$ cat src/hdl/prel_consts.svh
// constants for the processor reset entry logic
`ifndef PREL_CONSTS_SVH
`define PREL_CONSTS_SVH
`define PREL_SYNC_STAGES 2
`define PREL_UPPER_W     3
`define PREL_UPPER_ONES  3'h7
`define PREL_CTL_W       4
`define PREL_CTL_IDLE    4'hf
`define PREL_PHASE_W     2
`endif

$ cat src/hdl/prel_pkg.sv
// types for the processor reset entry logic
`include "prel_consts.svh"
package prel_pkg;
  typedef enum logic [1:0] {
    PREL_RUN   = 2'b00,
    PREL_DRIVE = 2'b01,
    PREL_FLOAT = 2'b10
  } prel_state_t;
endpackage

$ cat src/hdl/prel_reset_entry.sv
// reset entry: request sync, bus abort, pin turnaround and strap capture
`timescale 1ns/1ps
`include "prel_consts.svh"

// Notes on behaviour
// - reset request low forces reset always
// - request synchronised on own clock first
// - reset returns sequencing to defined state
// - abort bus: drive inactive, then float
// - lock, strap, upper address become pulled inputs
// - only strap low allowed; selects float mode
module prel_reset_entry (
  input  wire logic                      clk,
  input  wire logic                      reset_n,
  input  wire logic                      reset_request_n,
  input  wire logic                      busCycleActive,
  input  wire logic [`PREL_CTL_W-1:0]    busCtlActive,
  input  wire logic                      lockActive,
  input  wire logic [`PREL_UPPER_W-1:0]  upperAddrActive,
  input  wire logic                      topAddrActive,
  input  wire logic                      top_addr_mode_strap_in,
  output logic                           coreReset,
  output logic                           busAbort,
  output logic [`PREL_CTL_W-1:0]         busCtlOut,
  output logic                           busCtlOe,
  output logic                           lockOut,
  output logic                           lockOe,
  output logic                           lockPullup,
  output logic [`PREL_UPPER_W-1:0]       upper_addr_pins_out,
  output logic                           upperAddrOe,
  output logic                           upperAddrPullup,
  output logic                           top_addr_mode_strap_out,
  output logic                           topAddrOe,
  output logic                           topAddrPullup,
  output logic                           test_float_mode
);
  import prel_pkg::*;

  logic        reqSync;
  logic        strapS1_r;
  logic        strapS2_r;
  logic        reqDly_r;
  prel_state_t state_r;
  prel_state_t state_nxt;
  logic        coreReset_r;
  logic        coreReset_nxt;
  logic        busAbort_r;
  logic        busAbort_nxt;
  logic [`PREL_CTL_W-1:0] busCtlOut_r;
  logic [`PREL_CTL_W-1:0] busCtlOut_nxt;
  logic        busCtlOe_r;
  logic        busCtlOe_nxt;
  logic        lockOut_r;
  logic        lockOut_nxt;
  logic        pinOe_r;
  logic        pinOe_nxt;
  logic        pullUp_r;
  logic        pullUp_nxt;
  logic [`PREL_UPPER_W-1:0] upperOut_r;
  logic [`PREL_UPPER_W-1:0] upperOut_nxt;
  logic        topOut_r;
  logic        topOut_nxt;
  logic        floatMode_r;
  logic        floatMode_nxt;
  logic        inReset;
  logic        release_w;

  // pin enters through two flops; core only sees the synced level
  prel_sync u_req_sync (
    .clk     (clk),
    .asyncIn (reset_request_n),
    .syncOut (reqSync)
  );

  // local reset or synced pin request, whichever comes first
  assign inReset   = !reset_n || !reqSync;
  assign release_w = reqDly_r && reqSync && reset_n;

  always_comb begin
    state_nxt     = state_r;
    coreReset_nxt = 1'b0;
    busAbort_nxt  = 1'b0;
    busCtlOut_nxt = busCtlActive;
    busCtlOe_nxt  = 1'b1;
    lockOut_nxt   = lockActive;
    pinOe_nxt     = 1'b1;
    upperOut_nxt  = upperAddrActive;
    topOut_nxt    = topAddrActive;
    floatMode_nxt = floatMode_r;
    // strap is sampled on the cycle the synced request goes high
    if (!reqDly_r && reqSync && reset_n) begin
      floatMode_nxt = !strapS2_r;
    end
    if (inReset) begin
      coreReset_nxt = 1'b1;
      pinOe_nxt     = 1'b0;
      lockOut_nxt   = 1'b1;
      upperOut_nxt  = `PREL_UPPER_ONES;
      topOut_nxt    = 1'b1;
      case (state_r)
        PREL_RUN: begin
          // one cycle of inactive drive before letting go of the bus
          state_nxt     = PREL_DRIVE;
          busAbort_nxt  = busCycleActive;
          busCtlOut_nxt = `PREL_CTL_IDLE;
          busCtlOe_nxt  = 1'b1;
        end
        PREL_DRIVE: begin
          state_nxt     = PREL_FLOAT;
          busCtlOut_nxt = `PREL_CTL_IDLE;
          busCtlOe_nxt  = 1'b0;
        end
        default: begin
          state_nxt     = PREL_FLOAT;
          busCtlOut_nxt = `PREL_CTL_IDLE;
          busCtlOe_nxt  = 1'b0;
        end
      endcase
    end else begin
      state_nxt = PREL_RUN;
    end
    if (!reset_n) begin
      floatMode_nxt = 1'b0;
    end
    // pullup enable registered so the pin control leaves a flop directly
    pullUp_nxt = !pinOe_nxt;
  end

  always_ff @(posedge clk) begin
    strapS1_r <= top_addr_mode_strap_in;
    strapS2_r <= strapS1_r;
    if (!reset_n) begin
      reqDly_r    <= 1'b0;
      state_r     <= PREL_RUN;
      coreReset_r <= 1'b1;
      busAbort_r  <= 1'b0;
      busCtlOut_r <= `PREL_CTL_IDLE;
      busCtlOe_r  <= 1'b0;
      lockOut_r   <= 1'b1;
      pinOe_r     <= 1'b0;
      pullUp_r    <= 1'b1;
      upperOut_r  <= `PREL_UPPER_ONES;
      topOut_r    <= 1'b1;
      floatMode_r <= 1'b0;
    end else begin
      reqDly_r    <= reqSync;
      state_r     <= state_nxt;
      coreReset_r <= coreReset_nxt;
      busAbort_r  <= busAbort_nxt;
      busCtlOut_r <= busCtlOut_nxt;
      busCtlOe_r  <= busCtlOe_nxt;
      lockOut_r   <= lockOut_nxt;
      pinOe_r     <= pinOe_nxt;
      pullUp_r    <= pullUp_nxt;
      upperOut_r  <= upperOut_nxt;
      topOut_r    <= topOut_nxt;
      floatMode_r <= floatMode_nxt;
    end
  end

  assign coreReset               = coreReset_r;
  assign busAbort                = busAbort_r;
  assign busCtlOut               = busCtlOut_r;
  assign busCtlOe                = busCtlOe_r;
  assign lockOut                 = lockOut_r;
  assign lockOe                  = pinOe_r;
  // pullups sit on exactly when the drivers are off
  assign lockPullup              = pullUp_r;
  assign upper_addr_pins_out     = upperOut_r;
  assign upperAddrOe             = pinOe_r;
  assign upperAddrPullup         = pullUp_r;
  assign top_addr_mode_strap_out = topOut_r;
  assign topAddrOe               = pinOe_r;
  assign topAddrPullup           = pullUp_r;
  assign test_float_mode         = floatMode_r;
endmodule

$ cat src/hdl/prel_sync.sv
// two-flop synchroniser for the reset request pin
`timescale 1ns/1ps
module prel_sync (
  input  wire logic clk,
  input  wire logic asyncIn,
  output logic      syncOut
);
  logic stage1_r;
  logic stage2_r;
  logic stage1_nxt;
  logic stage2_nxt;

  always_comb begin
    stage1_nxt = asyncIn;
    stage2_nxt = stage1_r;
  end

  // no reset: this flop chain carries the reset itself
  always_ff @(posedge clk) begin
    stage1_r <= stage1_nxt;
    stage2_r <= stage2_nxt;
  end

  assign syncOut = stage2_r;
endmodule

$ cat config.mk
export PLATFORM = sky130hd
export DESIGN_NAME = prel_reset_entry
export DESIGN_NICKNAME = d
export VERILOG_FILES = /design/src/hdl/prel_pkg.sv /design/src/hdl/prel_reset_entry.sv /design/src/hdl/prel_sync.sv
export VERILOG_INCLUDE_DIRS = /design/src /design/src/hdl
export SDC_FILE = /design/constraint.sdc
export NUM_CORES = 1
export LEC_CHECK = 0
export BUFFER_PORTS_ARGS = -buffer_cell sky130_fd_sc_hd__buf_2
export CAP_MARGIN = 30
export CORE_AREA = 4 4 46 48
export DETAILED_ROUTE_END_ITERATION = 8
export DIE_AREA = 0 0 50 52
export GPL_ROUTABILITY_DRIVEN = 0
export HOLD_SLACK_MARGIN = 0.12
export PLACE_DENSITY = 0.76
export SLEW_MARGIN = 20
export SYNTH_ARGS = -nofsm -noshare
export SYNTH_HDL_FRONTEND = slang
export SYNTH_HIERARCHICAL = 1
export SYNTH_SLANG_ARGS = --single-unit
$ cat constraint.sdc
create_clock -name clk -period 0.8 [get_ports clk]
set_input_delay 0.24 -clock clk [delete_from_list [all_inputs] [get_ports clk]]
set_output_delay 0.24 -clock clk [all_outputs]
set_load 0.02 [all_outputs]
-- Yosys cells after proc, flatten, opt, wreduce, memory -nomap -nowiden
Cells that the tools add are included.
Widths: inputs -> output; s select.
- bits in read-only memories: 0
- logic and storage cells: 33
- input bits: 14
- latch bits: 0
- bits in writable memories: 0
- bits in registers: 22
- output and inout port bits: 19
- memories kept: 0
- magnitude comparators: 0
- mux-type cells: 5
- bitwise logic cells: 1
- eq/ne operators: 0
- shift operators: 0
- add/sub/neg operators: 0
- $mul: 0
- reductions and logical operators: 11
- divide/modulo/power cells: 0
- operators by type and width (cell ; number):
    $logic_not 1->1 ; 4
    $mux 1 ; 4
    $reduce_and 3->1 ; 1
    $logic_and 1x1->1 ; 2
    $logic_not 2->1 ; 1
    $mux 2 ; 1
    $reduce_and 2->1 ; 1
    $reduce_or 2->1 ; 1
    $logic_or 1x1->1 ; 1
    $not 1->1 ; 1

-- Longest topological paths before layout
Gate-level depths: netlist of run 1.
- depth in word-level cells: 3
- mapped depth: 3
- mapped depth without buffers: 3

-- Modules after synthesis
The synthesis of run 1 kept the hierarchy.
- modules (own cells, without submodules) (module ; sequential area each (µm²) ; instances ; area an instance (µm²) ; cells each):
    prel_reset_entry ; 380.4 ; 1 ; 549.3 ; 44
    prel_sync ; 40.0 ; 1 ; 40.0 ; 2

-- Least setup slack after synthesis of run 1
Ideal clock, no wire load.
- path type: reg-to-output
- start: reg coreReset (netlist name)
- end: out lockPullup
- buffers on the path: 1
- data required time: 0.560 ns
- cell stages (with the launch flop): 2
- setup slack: -0.080 ns
- data arrival time: 0.640 ns
- cell sequence: dfxtp_1 -> buf_4
- RTL lines (element ; line ; text):
    to (decl) ; prel_reset_entry.sv:28 ; output logic lockPullup,

==> run metrics, run 1 <==
largest family of logic cells by synthesized area simple AND/OR/NAND/NOR gates; GR Layer Usage met3 2.292%; Ant. Diodes 0; Die X 50 um; total power 1.920 mW; vias in the first global route 469; pwr/cell area 1860 nW/um2; flop-to-flop setup slack -0.06 ns; Sequential Area 445.4 um2; share of cells above drive strength 1 67.05%; DR vias/cell 3.929; Slew headroom 86.10%; Compound-Gate Fraction of Synth Area 2.972%; Tmin final 1.056 ns; busiest grt layer met2; synthesized-area fraction occupied by adder cells 0%; leakage 0.4616 nW; post-synthesis sequential area ratio 71.34%; syn_nets 60; Synth Register Bits 21; initial core utilization 34.51%; GRT Util Overall 10.06%; DRC 0; Multi-input gate area 140.1 um2; number of fill cells 140; Clock Sinks 21; CTS Root Cell clkbuf_4; endpoint class of the critical path primary output; I/O pin cnt 33; Crit Path Category reg2out; Max Freq 947.2 MHz; R2R Path Start u_req_sync/syncOut; DR vias 444; max reg flops 4; drt initial violations 2; Slew @ Worst Pin 0.2076 ns; synth warn 6; slack of the critical path -0.2558 ns; max cap viols 0; antenna violations before repair 0; Mapped Cells 46; Top delay family on crit path flip-flops; register clock-pin slew on the reported worst setup and hold paths 0.12 ns; largest net degree at the start of global routing 14; critical path fanouts, max 4; 1st-pass router iterations 3; IO Port Bufs 32; die area 2600 um2; VDD IR-drop max 1.275 mV; Final setup viols 26; hold path start busCtlActive[2]; Detail Route Antenna Nets 0; fin nets 103; Hold Path End busCtlOut[2]; Worst R2R Path Depth 2; Hold Violations, Final 0; Hold Path Cell Cnt 2; mux cell area share after synthesis 0%; number of H-tree levels 1; DPL Wire Length 798.1 um; Final Cycle Share 132.0%; GR Util met2 16.52%; worst reg2reg endpoint busAbort; crit path launch type register; RSZ-0062 raised after global routing true; Synth Area in XOR/XNOR 0%; Critical Path AT 0.82 ns; core area 1708 um2; CP bufs+invs 1; worst clock skew 0.01359 ns; max-slew violation total from the final report 0; Layout Area Growth over Synthesis 75.16%; Unique masters post-synth 14; first-pass GRT wire length 1890 um; Detailed Route WL 1215 um; status complete, but fails checks; fin util 60.44%; wire per inst 10.75 um; Crit-path slowest cell dfxtp_4; clk buf depth 2; Hold Crit Class in2reg; Mean Syn Cell Area 12.81 um2; Die Ht 52 um; CP cell instances buf_6; CTS tree done; failing checks setup timing; GR Util met1 10.48%; synthesized area 589.3 um2; Required @ worst endpoint 0.56 ns; GR Overflow Total 0; max incr delay on CP 0.40 ns; Rows 15; clk_lat worst skew 0.30 ns; CTS buffer count 3; Simple-Gate Fraction of Synth Area 18.05%
## cell usage in the layout (no fill, tap or decap)
cell type,count
dfxtp_2,14
clkinvlp_4,2
o21a_1,1
inv_1,1
dfxtp_4,2
buf_4,4
o211a_1,1
nand2b_1,9
dfxtp_1,5
and2_1,1
nand2_4,1
nor2_1,1
buf_2,13
clkbuf_4,3
nor4b_4,1
nand3b_1,1
buf_6,18
inv_4,1
dlygate4sd3_1,7
nor2b_1,1
nor3b_1,1
## cell families after synthesis
kind of cell	after synthesis
DFF	21
and+or+nand+nor	16
buffers and inverters	7
AOI/OAI and AO/OA	2
## cells in the mapped netlist
cell type / count / share of area [%]
nand2b_1: 9 / 9.6
nor2_1: 1 / 0.64
nand2_1: 1 / 0.64
nor2b_1: 1 / 1.1
o21a_1: 1 / 1.3
and2_1: 1 / 1.1
nor4b_2: 1 / 2.5
inv_1: 1 / 0.64
dfxtp_1: 21 / 71
nand3b_1: 1 / 1.3
o211a_1: 1 / 1.7
buf_4: 5 / 6.4
inv_2: 1 / 0.64
nor3b_1: 1 / 1.3
## layout make-up
class / instances / share of cell area [%]
clock buffers: 3 / 2.182
clock inverters: 1 / 0.7273
inverters: 2 / 0.9697
multi-input cells: 18 / 13.58
flip-flops and latches: 21 / 43.15
well taps: 25 / 3.030
repair buffers: 42 / 35.64
repair inverters: 1 / 0.7273
## worst max-delay path by stage
stage                       startpoint                endpoint  slack [ns]  cells after the start
floorplan           u_req_sync/syncOut                busAbort       0.007                      2
global placement    u_req_sync/syncOut  upper_addr_pins_out[0]       0.002                      3
detailed placement  u_req_sync/syncOut                busAbort       -0.09                      2
CTS                          coreReset               coreReset       -0.26                      1
global route                 coreReset           topAddrPullup       -0.31                      1
finish                       coreReset           topAddrPullup       -0.26                      1
## per-layer routing
layer  wire length [um]  share of wire [%]  vias up
met2                662                 54       21
met5                  0                  0        -
met3                 79                6.5        2
met4                 27                2.2        0
met1                446                 37      197
li1                   -                  -      224
## through the flow
stage / cell area [um2] / setup slack [ns] / hold WS, ns / instances / setup TNS, ns
global route: 1032 / -0.3088 / 0.1162 / 113 / -5.227
finish: 1032 / -0.2558 / 0.1241 / 113 / -4.175
global placement: 760.7 / 0.002243 / 0.3106 / 100 / 0
floorplan: 591.8 / 0.006643 / 0.2677 / 46 / 0
detailed placement: 760.7 / -0.08542 / 0.3223 / 100 / -0.4894
CTS: 985.9 / -0.2574 / 0.1114 / 111 / -4.280
## power by group
group	total [mW]	switching (mW)	internal, mW
Sequential	1.14	0.0349	1.10
Combinational	0.283	0.117	0.166
Clock	0.501	0.311	0.190
Total	1.92	0.463	1.46
## timing repair
item / 4_1_cts / 5_1_grt
hold buffers: 5 / 2
gates cloned: 1 / 0
endpoints found under the hold margin: 9 / 3
setup buffers: 1 / 0
setup endpoints to repair: 30 / 26
gates resized for setup: 49 / 8
pin swaps: 3 / 2
Note: power is estimated with default switching activity, not from simulation.
==> inputs of run 2 (changes only) <==
- BUFFER_PORTS_ARGS: -buffer_cell sky130_fd_sc_hd__buf_2 -> -buffer_cell sky130_fd_sc_hd__buf_4
==> run 2 against run 1 <==
Effect of this change: the run still ends with setup timing left; worst hold slack better by 0.0024 ns; critical path depth stayed put; clock power is 6.4% lower; sequential power hardly changed; power is 1.4% lower; global-route usage is 0.21 points lower; final cell count is 4.4% lower; combinational power is 2% higher; core utilization is 0.22 points lower; die area stayed put; via count is 0.45% higher; design area is 0.36% lower; largest cell class unchanged; highest routed layer unchanged.
==> run metrics, run 2 (synthesis gave the netlist of run 1 again) <==
Hold Path End upper_addr_pins_out[1]; status complete, but fails checks; switching part of the total 22.56% (-1.6 points); Hold WS 0.1265 ns (+0.002409 ns); Detailed Route WL 1180 um (-2.9%); Critical Path AT 0.79 ns (-0.03 ns); setup TNS -3.799 ns (+0.3763 ns); setup slack at placement -0.07865 ns (+0.006767 ns); worst clock skew 0.003365 ns (-0.01023 ns); number of H-tree levels 1 (unchanged); CTS Root Cell clkbuf_4; DR vias 446 (+0.45%); first-pass GRT wire length 1814 um (-4.0%); Final setup viols 22 (-15%); Tmin final 1.028 ns (-0.02810 ns); crit path launch type register; failing checks setup timing; Hold Violations, Final 0 (unchanged); fin area 1028 um2 (-0.36%); die area 2600 um2 (unchanged); antenna violations before repair 0 (unchanged); Crit Path Category reg2out; DR vias/cell 4.130 (+5.1%); Sequential Area 447.9 um2 (+0.56%); slack of the critical path -0.2277 ns (+0.02810 ns); Ant. Diodes 0 (unchanged); most frequent cells in the layout buf_6, buf_4, dfxtp_2; # hold bufs at CTS 2 (-3); pwr/cell area 1841 nW/um2 (-1.0%); I/O pin cnt 33 (unchanged); Flop pwr share 60.0% (+0.9 points); total power 1.893 mW (-1.4%); Top delay family on crit path flip-flops; register clock-pin slew on the reported worst setup and hold paths 0.10 ns (-0.02 ns); Multi-input gate area 147.6 um2 (+5.4%); Hold Crit Class in2reg; max-slew violation total from the final report 0 (unchanged); CP cell instances buf_6; Rows 15 (unchanged); commonest non-fill, non-tap cell in the layout buf_6; wire per inst 10.93 um (+1.6%); max incr delay on CP 0.39 ns (about the same); Final Cycle Share 128.5% (-3.5 points); dpl cell area 840.8 um2 (+11%); CTS buffer count 3 (unchanged); GR Overflow Total 0 (unchanged); flop-to-flop setup slack -0.07 ns (about the same); Slew @ Worst Pin 0.2123 ns (+0.004674 ns); max cap viols 0 (unchanged); share of cells above drive strength 1 71.08% (+4.0 points); number of fill cells 138 (-1.4%); IO Port Bufs 32 (unchanged); Hold Path Cell Cnt 2 (unchanged); Max Freq 973.1 MHz (+2.7%); 1st-pass router iterations 5 (+2); Die X 50 um (unchanged); Required @ worst endpoint 0.56 ns (about the same); Crit-path slowest cell dfxtp_4; clk buf depth 2 (unchanged); GRT Util Overall 9.841% (-0.21 points); fin nets 98 (-4.9%); clk_lat worst skew 0.29 ns (about the same); R2R Path Start u_req_sync/syncOut; endpoint class of the critical path primary output; DRC 0 (unchanged); Net Sw Power 427.1 uW (-7.8%); vias in the first global route 427 (-9.0%); worst reg2reg endpoint busAbort; Comb pwr share 15.2% (+0.4 points); Clk network pwr share 24.8% (-1.3 points); Clock Sinks 21 (unchanged); CTS tree done; max reg flops 4 (unchanged); leakage 0.4607 nW (-0.19%); RSZ-0062 raised after global routing true; Die Ht 52 um (unchanged); VDD IR-drop max 1.345 mV (+5.5%); Detail Route Antenna Nets 0 (unchanged); drt initial violations 3 (+1); largest net degree at the start of global routing 12 (-2); hold path start upperAddrActive[1]; critical path fanouts, max 4 (unchanged); CP bufs+invs 1 (unchanged); Slew headroom 85.79% (-0.31 points); initial core utilization 34.51% (unchanged); Layout Area Growth over Synthesis 74.52%; core area 1708 um2 (unchanged); Worst R2R Path Depth 2 (unchanged); internal cell power 1.466 mW (+0.63%)
==> run 2: cell types whose count changed in the layout (fill, tap and decap cells not counted), sizes merged <==
cell / delta
dlygate4sd3: -5
clkbuf: +1
clkinvlp: -1
==> run 2: timing repair <==
action                                  in CTS  in global routing
pin swaps                                    1                  1
cloned                                       1                  0
buffers inserted                             1                  0
hold endpoints to repair                     2                  1
gates resized for setup                     32                 11
endpoints found under the setup margin      29                 25
==> run 2: layout make-up <==
type | count | area share, %
Clock buffer | 4 | 2.555
Inverter | 2 | 0.9732
Multi-Input combinational cell | 18 | 14.36
Sequential cell | 21 | 43.55
Tap cell | 25 | 3.041
Timing Repair Buffer | 37 | 34.79
Timing Repair inverter | 1 | 0.7299
==> run 2: power by group through the flow <==
stage	sequential [mW]	combinational, mW	clock (mW)
3_3_place_gp	1.14	0.231	0
4_1_cts	1.13	0.277	0.486
2_1_floorplan	1.18	0.0758	0
5_1_grt	1.14	0.308	0.526
6_report	1.14	0.288	0.469
3_5_place_dp	1.14	0.234	0
==> run 2: layer usage <==
| metal | GRT usage, % | up-vias | wire, um |
|---|---|---|---|
| li1 | - | 215 | - |
| met1 | 8.627 | 208 | 381 |
| met2 | 17.39 | 21 | 675 |
| met3 | 4.011 | 2 | 93 |
| met4 | 8.295 | 0 | 30 |
| met5 | 0 | - | 0 |
==> run 2: worst max path at each step <==
stage | depth (start not counted) | startpoint | to | slack (ns)
2_1_floorplan | 2 | u_req_sync/syncOut | busAbort | 0.007
3_3_place_gp | 3 | u_req_sync/syncOut | upper_addr_pins_out[0] | -0.04
3_5_place_dp | 2 | u_req_sync/syncOut | busAbort | -0.08
4_1_cts | 1 | coreReset | upperAddrPullup | -0.23
5_1_grt | 1 | coreReset | topAddrPullup | -0.28
6_report | 1 | coreReset | topAddrPullup | -0.23
==> run 2: metrics by stage <==
stage | utilization [%] | std cells
global route | 60.22 | 108
CTS | 57.95 | 108
floorplan | - | 46
detailed placement | 49.23 | 100
global placement | 49.23 | 100
finish | 60.22 | 108
